===== src/cip_pkg.sv =====
// Constants for the change-notify and I2C priority register block
package cip_pkg;
    // ======================================================
    // Register map
    localparam int         ADDR_W        = 4;
    localparam logic [3:0] PRIO_REG_ADDR = 4'h0;
    localparam logic [3:0] READBACK_ADDR = 4'h4;
    localparam int         DATA_W        = 32;
    localparam int         REG_W         = 16;
    localparam int         FIELD_W       = 3;
    // ======================================================
    // Field positions
    localparam int         CN_LSB        = 12;
    localparam int         MEV_LSB       = 4;
    localparam int         SEV_LSB       = 0;
    // ======================================================
    // Values
    localparam logic [2:0]  FIELD_RESET   = 3'h4;
    localparam logic [2:0]  FIELD_OFF     = 3'h0;
    localparam logic [15:0] IMPL_MASK     = 16'h7077;
    localparam logic [31:0] UNMAPPED_DATA = 32'h0000_0000;
    localparam int          NUM_SRC       = 3;
endpackage


===== src/cip_prio_reg.sv =====
// Priority register for change-notify and I2C interrupts
//
// Contract
// - Change-notify priority field at bits 14-12
// - I2C master 6-4, slave 2-0 fields
// - 111 highest, 001 lowest, 000 disables
// - Each field resets to 100
`timescale 1ns/1ps
module cip_prio_reg (
    input  wire logic        REF_CLK_IN,
    input  wire logic        RST_IN,
    input  wire logic [3:0]  AVS_ADDRESS_IN,
    input  wire logic        AVS_READ_IN,
    input  wire logic        AVS_WRITE_IN,
    input  wire logic [31:0] AVS_WRITEDATA_IN,
    input  wire logic [3:0]  AVS_BYTEENABLE_IN,
    output logic      [31:0] AVS_READDATA_OUT,
    output logic             AVS_WAITREQUEST_OUT,
    output logic      [2:0]  CN_PRIO_OUT,
    output logic      [2:0]  MEV_PRIO_OUT,
    output logic      [2:0]  SEV_PRIO_OUT,
    output logic      [2:0]  SRC_ENABLED_OUT
);
    // ======================================================
    // Bus handshake: one wait cycle per access
    logic        ack_reg;
    logic [2:0]  cn_reg;
    logic [2:0]  mev_reg;
    logic [2:0]  sev_reg;
    logic [15:0] reg_view;
    logic        req;
    logic        wr_take;
    logic        rd_take;
    logic        cn_we;
    logic        low_we;
    logic [2:0]  cn_wdata;
    logic [2:0]  mev_wdata;
    logic [2:0]  sev_wdata;
    logic [31:0] rdata_next;
    logic [cip_pkg::NUM_SRC-1:0][cip_pkg::FIELD_W-1:0] field_vec;

    assign req = AVS_READ_IN | AVS_WRITE_IN;
    assign AVS_WAITREQUEST_OUT = req & ~ack_reg;
    assign wr_take = AVS_WRITE_IN & ack_reg
                   & (AVS_ADDRESS_IN == cip_pkg::PRIO_REG_ADDR);
    assign rd_take = AVS_READ_IN & ~ack_reg;

    // ======================================================
    // Write strobes per byte lane
    // Lane 1 carries the upper field, lane 0 the lower two
    assign cn_we     = wr_take & AVS_BYTEENABLE_IN[1];
    assign low_we    = wr_take & AVS_BYTEENABLE_IN[0];
    assign cn_wdata  = AVS_WRITEDATA_IN[cip_pkg::CN_LSB +: cip_pkg::FIELD_W];
    assign mev_wdata = AVS_WRITEDATA_IN[cip_pkg::MEV_LSB +: cip_pkg::FIELD_W];
    assign sev_wdata = AVS_WRITEDATA_IN[cip_pkg::SEV_LSB +: cip_pkg::FIELD_W];

    always_ff @(posedge REF_CLK_IN or posedge RST_IN) begin
        if (RST_IN) begin
            ack_reg <= 1'b0;
        end else if (ack_reg) begin
            ack_reg <= 1'b0;
        end else begin
            ack_reg <= req;
        end
    end

    // ======================================================
    // Priority fields
    // Change-notify field, written from byte lane 1
    always_ff @(posedge REF_CLK_IN or posedge RST_IN) begin
        if (RST_IN) begin
            cn_reg <= cip_pkg::FIELD_RESET;
        end else if (cn_we) begin
            cn_reg <= cn_wdata;
        end
    end

    // Master-event field, written from byte lane 0
    always_ff @(posedge REF_CLK_IN or posedge RST_IN) begin
        if (RST_IN) begin
            mev_reg <= cip_pkg::FIELD_RESET;
        end else if (low_we) begin
            mev_reg <= mev_wdata;
        end
    end

    // Slave-event field, written from byte lane 0
    always_ff @(posedge REF_CLK_IN or posedge RST_IN) begin
        if (RST_IN) begin
            sev_reg <= cip_pkg::FIELD_RESET;
        end else if (low_we) begin
            sev_reg <= sev_wdata;
        end
    end

    // ======================================================
    // Readback
    // Register image with unimplemented bits forced low
    always_comb begin
        reg_view = '0;
        reg_view[cip_pkg::CN_LSB +: cip_pkg::FIELD_W]  = cn_reg;
        reg_view[cip_pkg::MEV_LSB +: cip_pkg::FIELD_W] = mev_reg;
        reg_view[cip_pkg::SEV_LSB +: cip_pkg::FIELD_W] = sev_reg;
        reg_view = reg_view & cip_pkg::IMPL_MASK;
    end

    // Read data select by address
    always_comb begin
        rdata_next = cip_pkg::UNMAPPED_DATA;
        if (AVS_ADDRESS_IN == cip_pkg::PRIO_REG_ADDR) begin
            rdata_next = {16'h0000, reg_view};
        end else if (AVS_ADDRESS_IN == cip_pkg::READBACK_ADDR) begin
            rdata_next = {29'h0000_0000, SRC_ENABLED_OUT};
        end
    end

    // Read data captured in the wait cycle, held until next read
    always_ff @(posedge REF_CLK_IN or posedge RST_IN) begin
        if (RST_IN) begin
            AVS_READDATA_OUT <= cip_pkg::UNMAPPED_DATA;
        end else if (rd_take) begin
            AVS_READDATA_OUT <= rdata_next;
        end
    end

    // ======================================================
    // Arbitration outputs
    assign CN_PRIO_OUT  = cn_reg;
    assign MEV_PRIO_OUT = mev_reg;
    assign SEV_PRIO_OUT = sev_reg;

    // Source order: change-notify, master event, slave event
    assign field_vec = {cn_reg, mev_reg, sev_reg};

    generate
        for (genvar s = 0; s < cip_pkg::NUM_SRC; s++) begin : g_src
            // Code zero masks the source
            assign SRC_ENABLED_OUT[s] =
                (field_vec[s] != cip_pkg::FIELD_OFF);
        end
    endgenerate

    // ======================================================
    // Checks
    cn_write_a: assert property (@(posedge REF_CLK_IN) disable iff (RST_IN)
        cn_we
        |=> CN_PRIO_OUT == $past(cn_wdata))
        else $error("change-notify field not written");
    mev_write_a: assert property (@(posedge REF_CLK_IN) disable iff (RST_IN)
        low_we
        |=> MEV_PRIO_OUT == $past(mev_wdata))
        else $error("master field not written");
    sev_write_a: assert property (@(posedge REF_CLK_IN) disable iff (RST_IN)
        low_we
        |=> SEV_PRIO_OUT == $past(sev_wdata))
        else $error("slave field not written");
    src_off_a: assert property (@(posedge REF_CLK_IN) disable iff (RST_IN)
        SRC_ENABLED_OUT[2] == (CN_PRIO_OUT != cip_pkg::FIELD_OFF))
        else $error("change-notify disable decode wrong");
    mev_off_a: assert property (@(posedge REF_CLK_IN) disable iff (RST_IN)
        SRC_ENABLED_OUT[1] == (MEV_PRIO_OUT != cip_pkg::FIELD_OFF))
        else $error("master disable decode wrong");
    sev_off_a: assert property (@(posedge REF_CLK_IN) disable iff (RST_IN)
        SRC_ENABLED_OUT[0] == (SEV_PRIO_OUT != cip_pkg::FIELD_OFF))
        else $error("slave disable decode wrong");
    unimpl_zero_a: assert property (@(posedge REF_CLK_IN) disable iff (RST_IN)
        AVS_READ_IN && ack_reg
        && AVS_ADDRESS_IN == cip_pkg::PRIO_REG_ADDR
        |-> (AVS_READDATA_OUT & ~{16'h0000, cip_pkg::IMPL_MASK})
            == cip_pkg::UNMAPPED_DATA)
        else $error("unimplemented bits not zero");
    unmapped_rd_a: assert property (@(posedge REF_CLK_IN) disable iff (RST_IN)
        AVS_READ_IN && ack_reg
        && AVS_ADDRESS_IN != cip_pkg::PRIO_REG_ADDR
        && AVS_ADDRESS_IN != cip_pkg::READBACK_ADDR
        |-> AVS_READDATA_OUT == cip_pkg::UNMAPPED_DATA)
        else $error("unmapped read not zero");
    enable_rd_a: assert property (@(posedge REF_CLK_IN) disable iff (RST_IN)
        AVS_READ_IN && ack_reg
        && AVS_ADDRESS_IN == cip_pkg::READBACK_ADDR
        |-> AVS_READDATA_OUT == {29'h0000_0000, SRC_ENABLED_OUT})
        else $error("enable readback wrong");
    reset_val_a: assert property (@(posedge REF_CLK_IN)
        $fell(RST_IN) |-> CN_PRIO_OUT == cip_pkg::FIELD_RESET
        && MEV_PRIO_OUT == cip_pkg::FIELD_RESET
        && SEV_PRIO_OUT == cip_pkg::FIELD_RESET)
        else $error("fields not 100 after reset");
    hold_field_a: assert property (@(posedge REF_CLK_IN) disable iff (RST_IN)
        !wr_take |=> $stable(CN_PRIO_OUT) && $stable(MEV_PRIO_OUT)
        && $stable(SEV_PRIO_OUT))
        else $error("field changed without write");
    rdata_hold_a: assert property (@(posedge REF_CLK_IN) disable iff (RST_IN)
        !rd_take |=> $stable(AVS_READDATA_OUT))
        else $error("read data changed without read");
    wait_one_a: assert property (@(posedge REF_CLK_IN) disable iff (RST_IN)
        req && !ack_reg |=> !AVS_WAITREQUEST_OUT)
        else $error("waitrequest held too long");
    idle_wait_a: assert property (@(posedge REF_CLK_IN) disable iff (RST_IN)
        !req |-> !AVS_WAITREQUEST_OUT)
        else $error("waitrequest high while idle");

    // ======================================================
    // Coverage
    write_cov: cover property (@(posedge REF_CLK_IN) wr_take);
    read_cov: cover property (@(posedge REF_CLK_IN)
        AVS_READ_IN && ack_reg);
    off_cov: cover property (@(posedge REF_CLK_IN)
        SRC_ENABLED_OUT == 3'h0);
    lane_cov: cover property (@(posedge REF_CLK_IN)
        low_we && !cn_we);
    enable_rd_cov: cover property (@(posedge REF_CLK_IN)
        rd_take && AVS_ADDRESS_IN == cip_pkg::READBACK_ADDR);
endmodule


===== config.mk =====
export PLATFORM = sky130hd
export DESIGN_NAME = cip_prio_reg
export DESIGN_NICKNAME = d
export VERILOG_FILES = /design/src/cip_pkg.sv /design/src/cip_prio_reg.sv
export SDC_FILE = /design/constraint.sdc
export NUM_CORES = 1
export LEC_CHECK = 0
export BUFFER_PORTS_ARGS = -buffer_cell sky130_fd_sc_hd__buf_2
export CAP_MARGIN = 20
export CORE_MARGIN = 2
export CORE_UTILIZATION = 41
export CTS_BUF_LIST = sky130_fd_sc_hd__clkbuf_8
export DETAILED_ROUTE_END_ITERATION = 8
export MAX_ROUTING_LAYER = met4
export PLACE_DENSITY_LB_ADDON = 0.05
export SLEW_MARGIN = 25
export SYNTH_ARGS = -nofsm -noshare
export SYNTH_HDL_FRONTEND = slang
export SYNTH_SLANG_ARGS = --single-unit

===== constraint.sdc =====
create_clock -name REF_CLK_IN -period 3.6 [get_ports REF_CLK_IN]
set_clock_uncertainty 0.2 [all_clocks]
set_input_delay 0.36 -clock REF_CLK_IN [delete_from_list [all_inputs] [get_ports REF_CLK_IN]]
set_output_delay 0.36 -clock REF_CLK_IN [all_outputs]
set_load 0.05 [all_outputs]

Yosys cells after proc, flatten, opt, wreduce, memory -nomap -nowiden
Index checks and enable logic that the tools add are counted.

operators by class
  equal/unequal tests = 1
  multiplexer cells = 3
  bitwise operators = 8
  reductions and logical operators = 4

operators with widths
  operator                                                               number
  15-bit 2-to-1 mux                                                      1
  3-bit nonzero test                                                     3
  1-bit bitwise AND                                                      6
  4-bit by 3-bit equality test with 1-bit output, second input constant  1
  4-bit zero test                                                        1
  3-bit 2-to-1 mux                                                       1
  1-bit 2-to-1 mux                                                       1
  1-bit inverter                                                         1
  1-bit OR                                                               1

storage, ports and cells
  register bits after elaboration = 42
  output and inout bits = 45
  logic and storage cells = 21

Longest topological paths before layout
  depth in word-level cells = 3
  depth in mapped cells = 4

Worst setup path after synthesis
No wires, ideal clock.

  kind = flip-flop to flip-flop
  from = register mev_reg[0], in the netlist MEV_PRIO_OUT[0]
  to = register AVS_READDATA_OUT[1]
  library setup time = 0.121 ns
  data arrival time = 1.751 ns
  path slack = 1.528 ns
  cell stages (with the launch flop) = 4
  clock period less this slack = 2.072 ns
  path through = dfrtp_1 -> or3_1 -> mux2_2 -> a22o_1

on the way
  longest elaborated chain between the ends = 3

RTL lines
  what                          RTL line             text
  start, declared               cip_prio_reg.sv:28   logic [2:0] mev_reg;
  start signal, assigned        cip_prio_reg.sv:81   mev_reg <= cip_pkg::FIELD_RESET;
  start signal, assigned        cip_prio_reg.sv:83   mev_reg <= mev_wdata;
  3-bit nonzero test            cip_prio_reg.sv:139  (field_vec[s] != cip_pkg::FIELD_OFF);
  named net SRC_ENABLED_OUT[1]  cip_prio_reg.sv:22   output logic [2:0] SRC_ENABLED_OUT
  3-bit 2-to-1 mux              cip_prio_reg.sv:112  end else if (AVS_ADDRESS_IN == cip_pkg::READBACK_ADDR) begin
  15-bit 2-to-1 mux             cip_prio_reg.sv:110  if (AVS_ADDRESS_IN == cip_pkg::PRIO_REG_ADDR) begin
  end signal, assigned          cip_prio_reg.sv:120  AVS_READDATA_OUT <= cip_pkg::UNMAPPED_DATA;
  end signal, assigned          cip_prio_reg.sv:122  AVS_READDATA_OUT <= rdata_next;
  end, declared                 cip_prio_reg.sv:17   output logic [31:0] AVS_READDATA_OUT,

The timed path passes the listed nets, and every way through them passes these cells.
A chain may end at the register's enable or synchronous reset.

Worst setup path after layout
  from = register cn_reg[0], in the netlist CN_PRIO_OUT[0]
  to = output SRC_ENABLED_OUT[2]

on the way
  longest elaborated chain between the ends = 1

RTL lines
  what                    RTL line             text
  start, declared         cip_prio_reg.sv:27   logic [2:0] cn_reg;
  start signal, assigned  cip_prio_reg.sv:72   cn_reg <= cip_pkg::FIELD_RESET;
  start signal, assigned  cip_prio_reg.sv:74   cn_reg <= cn_wdata;
  3-bit nonzero test      cip_prio_reg.sv:139
  end, declared           cip_prio_reg.sv:22

Every way passes these cells.

==> summary.txt <==
Clock tree
  • TritonCTS clock tree: done
  • Worst-path clk slew: around 0.070 ns
  • Cells resized by post-CTS repair: 0
  • # hold bufs at CTS: 0
  • Depth of the CTS H-tree: 1
  • Buffers from clock root to sink, at most: 2
  • Clock net sink count: 19
  • Clock Root Buffer: sky130_fd_sc_hd__clkbuf_8
  • Number of buffers created by CTS: 3
  • Number of buffers inserted to repair setup after CTS: 0
  • Clock network latency to the later pin of the worst-skew pair: 0.25 ns

Critical path
  • Data required time of the critical path: 3.04 ns
  • Type of element capturing the critical path: output pin
  • Critical path class: reg -> out
  • Startpoint types: flop
  • Maximum fanout along the worst path: 4
  • WP data arrival: 1.30 ns

STA
  • Period minus WS final: approximately 1.9 ns
  • Setup_tns: 0 ns
  • Fmax: 538 MHz
  • Hold Violations, Final: 1
  • Number of setup violations in the final report: 0
  • Final setup slack of the worst path: 1.74 ns
  • Setup repair after global routing missed its margin: false
  • Hold WS: -0.000954 ns
  • Share of the clock period used by the worst path after layout: 51.6%
  • Final count of pins violating max slew: 0
  • Worst Max-Slew Pin Slew: 0.686 ns
  • Worst rel slew slack: a little over half

Layout
  • Multi-input gate area in the final layout: 390 um^2
  • Most common library cell in the layout ignoring fill and taps: sky130_fd_sc_hd__buf_2
  • Commonest cells after routing, fill and taps aside: sky130_fd_sc_hd__buf_2 (40), sky130_fd_sc_hd__conb_1 (23), sky130_fd_sc_hd__dfrtp_1 (16)
  • Share of cells above drive strength 1: 46.7%
  • Diode count: 0
  • Final core utilization: between 50% and 60%
  • Most flops, register: AVS_READDATA_OUT
  • Total number of nets in the final design: roughly 170
  • Fill cell instance count of the final layout: 216
  • Sequential standard cell area: 479 um^2
  • Flip-flop count of the largest register, all copies and words added: 9
  • Area growth, synth to finish: 19.3%

Floorplan
  • Effective utilization at floorplan: a little over two fifths
  • Number of rows in the core area: 17
  • Height of the chip: about 53 um
  • Number of top-level design ports: 89
  • Horizontal extent of the die: around 53 um
  • Core Area: about 0.0022 mm^2
  • Die footprint: 0.00276 mm^2

Logic synthesis
  • Gate count of the mapped netlist: 80
  • Combined area of all synthesized cells: just under 0.001 mm^2
  • #FFs+latches synth: 19
  • Sequential fraction of the synthesis area: 49.5%
  • Synth warnings: 0
  • Area leader, netlist: sky130_fd_sc_hd__dfrtp_1
  • Largest cells by area after synthesis: sky130_fd_sc_hd__dfrtp_1 (41%), sky130_fd_sc_hd__buf_4 (18%), sky130_fd_sc_hd__mux2_2 (9.3%), sky130_fd_sc_hd__dfstp_2 (8.2%), sky130_fd_sc_hd__a22o_1 (8.2%)
  • Area share of the leading cell type in the synthesized netlist: 41.4%
  • Per-instance average area after synthesis: 12.1 um^2
  • Number of distinct library cell variants in the gate-level netlist after synthesis: 18

Placed design
  • Gpl congestion: just under 0.7
  • Port bufs: 40
  • Worst slack, placed: 1.71 ns
  • Half-perimeter wire length of the detailed placement result: 1350 um

Global route
  • Via count of the first global-routing pass: roughly 600
  • Wire length of the first global-routing pass: 2660 um
  • Global route total overflow: 0
  • Total global-route track usage: 14.3%
  • Number of antenna violations at the first check in global routing: 0
  • Largest net degree at the start of global routing: 20

Drt
  • Routed WL: 1700 um
  • Total via count in the routed design: 676
  • Number of detailed-routing iterations run before antenna repair: 1
  • Number of vias per cell after detailed routing: 4.51
  • Routed Antenna Nets: 0
  • Number of DRC markers after the initial detailed-route iteration: 0
  • Per-cell routed wire length: 11.4 um
  • Detailed-route DRC error count: 0

Power
  • Pwr per Cell Area: 549 mW/mm^2
  • IR Drop Worst-Case VDD: 367 uV
  • Relative contribution of the clock network to total power: 22.4%
  • Reported leakage power: 0.000661 uW
  • Internal Power: 361 uW
  • Switching Share: 43.1%
  • Net switching power: 273 uW
  • Logic pwr share: 38.1%
  • Overall power: 634 uW
  • Flop pwr share: 39.5%

Run status
  • Failing checks: negative hold slack
  • Outcome: finished, violations left

Hold path
  • Worst Hold Class: in -> async

Flow run
  • Maximum Capacitance Violations: 0
-- stage by stage --
stage | std cells | area (um^2)
6_report | 150 | 1150
2_1_floorplan | 102 | 1050
3_5_place_dp | 146 | 1110
3_3_place_gp | 146 | 1110
5_1_grt | 150 | 1150
4_1_cts | 150 | 1150
-- final cells by class --
type                       instances  area share [%]
tap                               28            3.04
clock buffer                       3            3.58
multi-input combinational         58            33.8
clock inverter                     1           0.325
timing repair buffer              40            17.4
sequential                        19            41.5
inverter                           1           0.325
-- layer usage --
layer  vias to the layer above  track usage (%)  routed length [um]
met4                         0             6.41                  25
met3                         4             4.57                 172
met1                       313             18.7                 730
li1                        318                -                   -
met5                         -                -                   0
met2                        41             20.0                 776
-- cell families (layout without fill, tap and decap cells) --
group / after synthesis / after routing / synth area share, %
DFF: 19 / 19 / 49.5
buffers and inverters: 25 / 45 / 18.6
other: 1 / 23 / 0.388
and+or+nand+nor: 14 / 14 / 9.96
AOI/OAI and AO/OA: 10 / 10 / 8.67
muxes: 11 / 11 / 12.8
-- worst max-delay path: stages (launching register included) --
cell and delay, ns:
sky130_fd_sc_hd__dfrtp_1 0.40, sky130_fd_sc_hd__or3_1 0.42, sky130_fd_sc_hd__buf_2 0.23
-- path summary, 6_finish.rpt --
kind	startpoint	to	slack (ns)	cells past startpoint
worst max-delay path	CN_PRIO_OUT[0]	SRC_ENABLED_OUT[2]	1.74	2
worst min-delay path	RST_IN	AVS_READDATA_OUT[6]	-0.001	2
worst max register to register	ack_reg	AVS_READDATA_OUT[0]	1.89	3
worst min register to register	AVS_READDATA_OUT[2]	AVS_READDATA_OUT[2]	0.30	1
max in group asynchronous	RST_IN	MEV_PRIO_OUT[0]	2.76	2
min in group REF_CLK_IN	AVS_WRITEDATA_IN[13]	CN_PRIO_OUT[1]	0.12	2
-- Yosys cell counts --
| master | count |
|---|---|
| sky130_fd_sc_hd__inv_1 | 1 |
| sky130_fd_sc_hd__dfstp_2 | 3 |
| sky130_fd_sc_hd__nor2_4 | 2 |
| sky130_fd_sc_hd__clkbuf_1 | 1 |
| sky130_fd_sc_hd__o21ai_0 | 1 |
| sky130_fd_sc_hd__nand4_1 | 1 |
| sky130_fd_sc_hd__conb_1 | 1 |
| sky130_fd_sc_hd__a22o_1 | 9 |
| sky130_fd_sc_hd__mux2_2 | 8 |
| sky130_fd_sc_hd__nand3_1 | 1 |
| sky130_fd_sc_hd__mux2_1 | 3 |
| sky130_fd_sc_hd__dfrtp_1 | 16 |
| sky130_fd_sc_hd__nor2_1 | 2 |
| sky130_fd_sc_hd__or4_4 | 1 |
| sky130_fd_sc_hd__nor4_1 | 2 |
| sky130_fd_sc_hd__nand2b_1 | 2 |
| sky130_fd_sc_hd__or3_1 | 3 |
| sky130_fd_sc_hd__buf_4 | 23 |
-- power by group through the flow --
stage          Clock (uW)  Combinational (uW)  Sequential (uW)
3_3_place_gp            0                 241              254
3_5_place_dp            0                 242              255
2_1_floorplan           0                 154              313
5_1_grt               160                 254              254
6_report              142                 241              250
4_1_cts               147                 243              250
(Power assumes the default switching activity.)
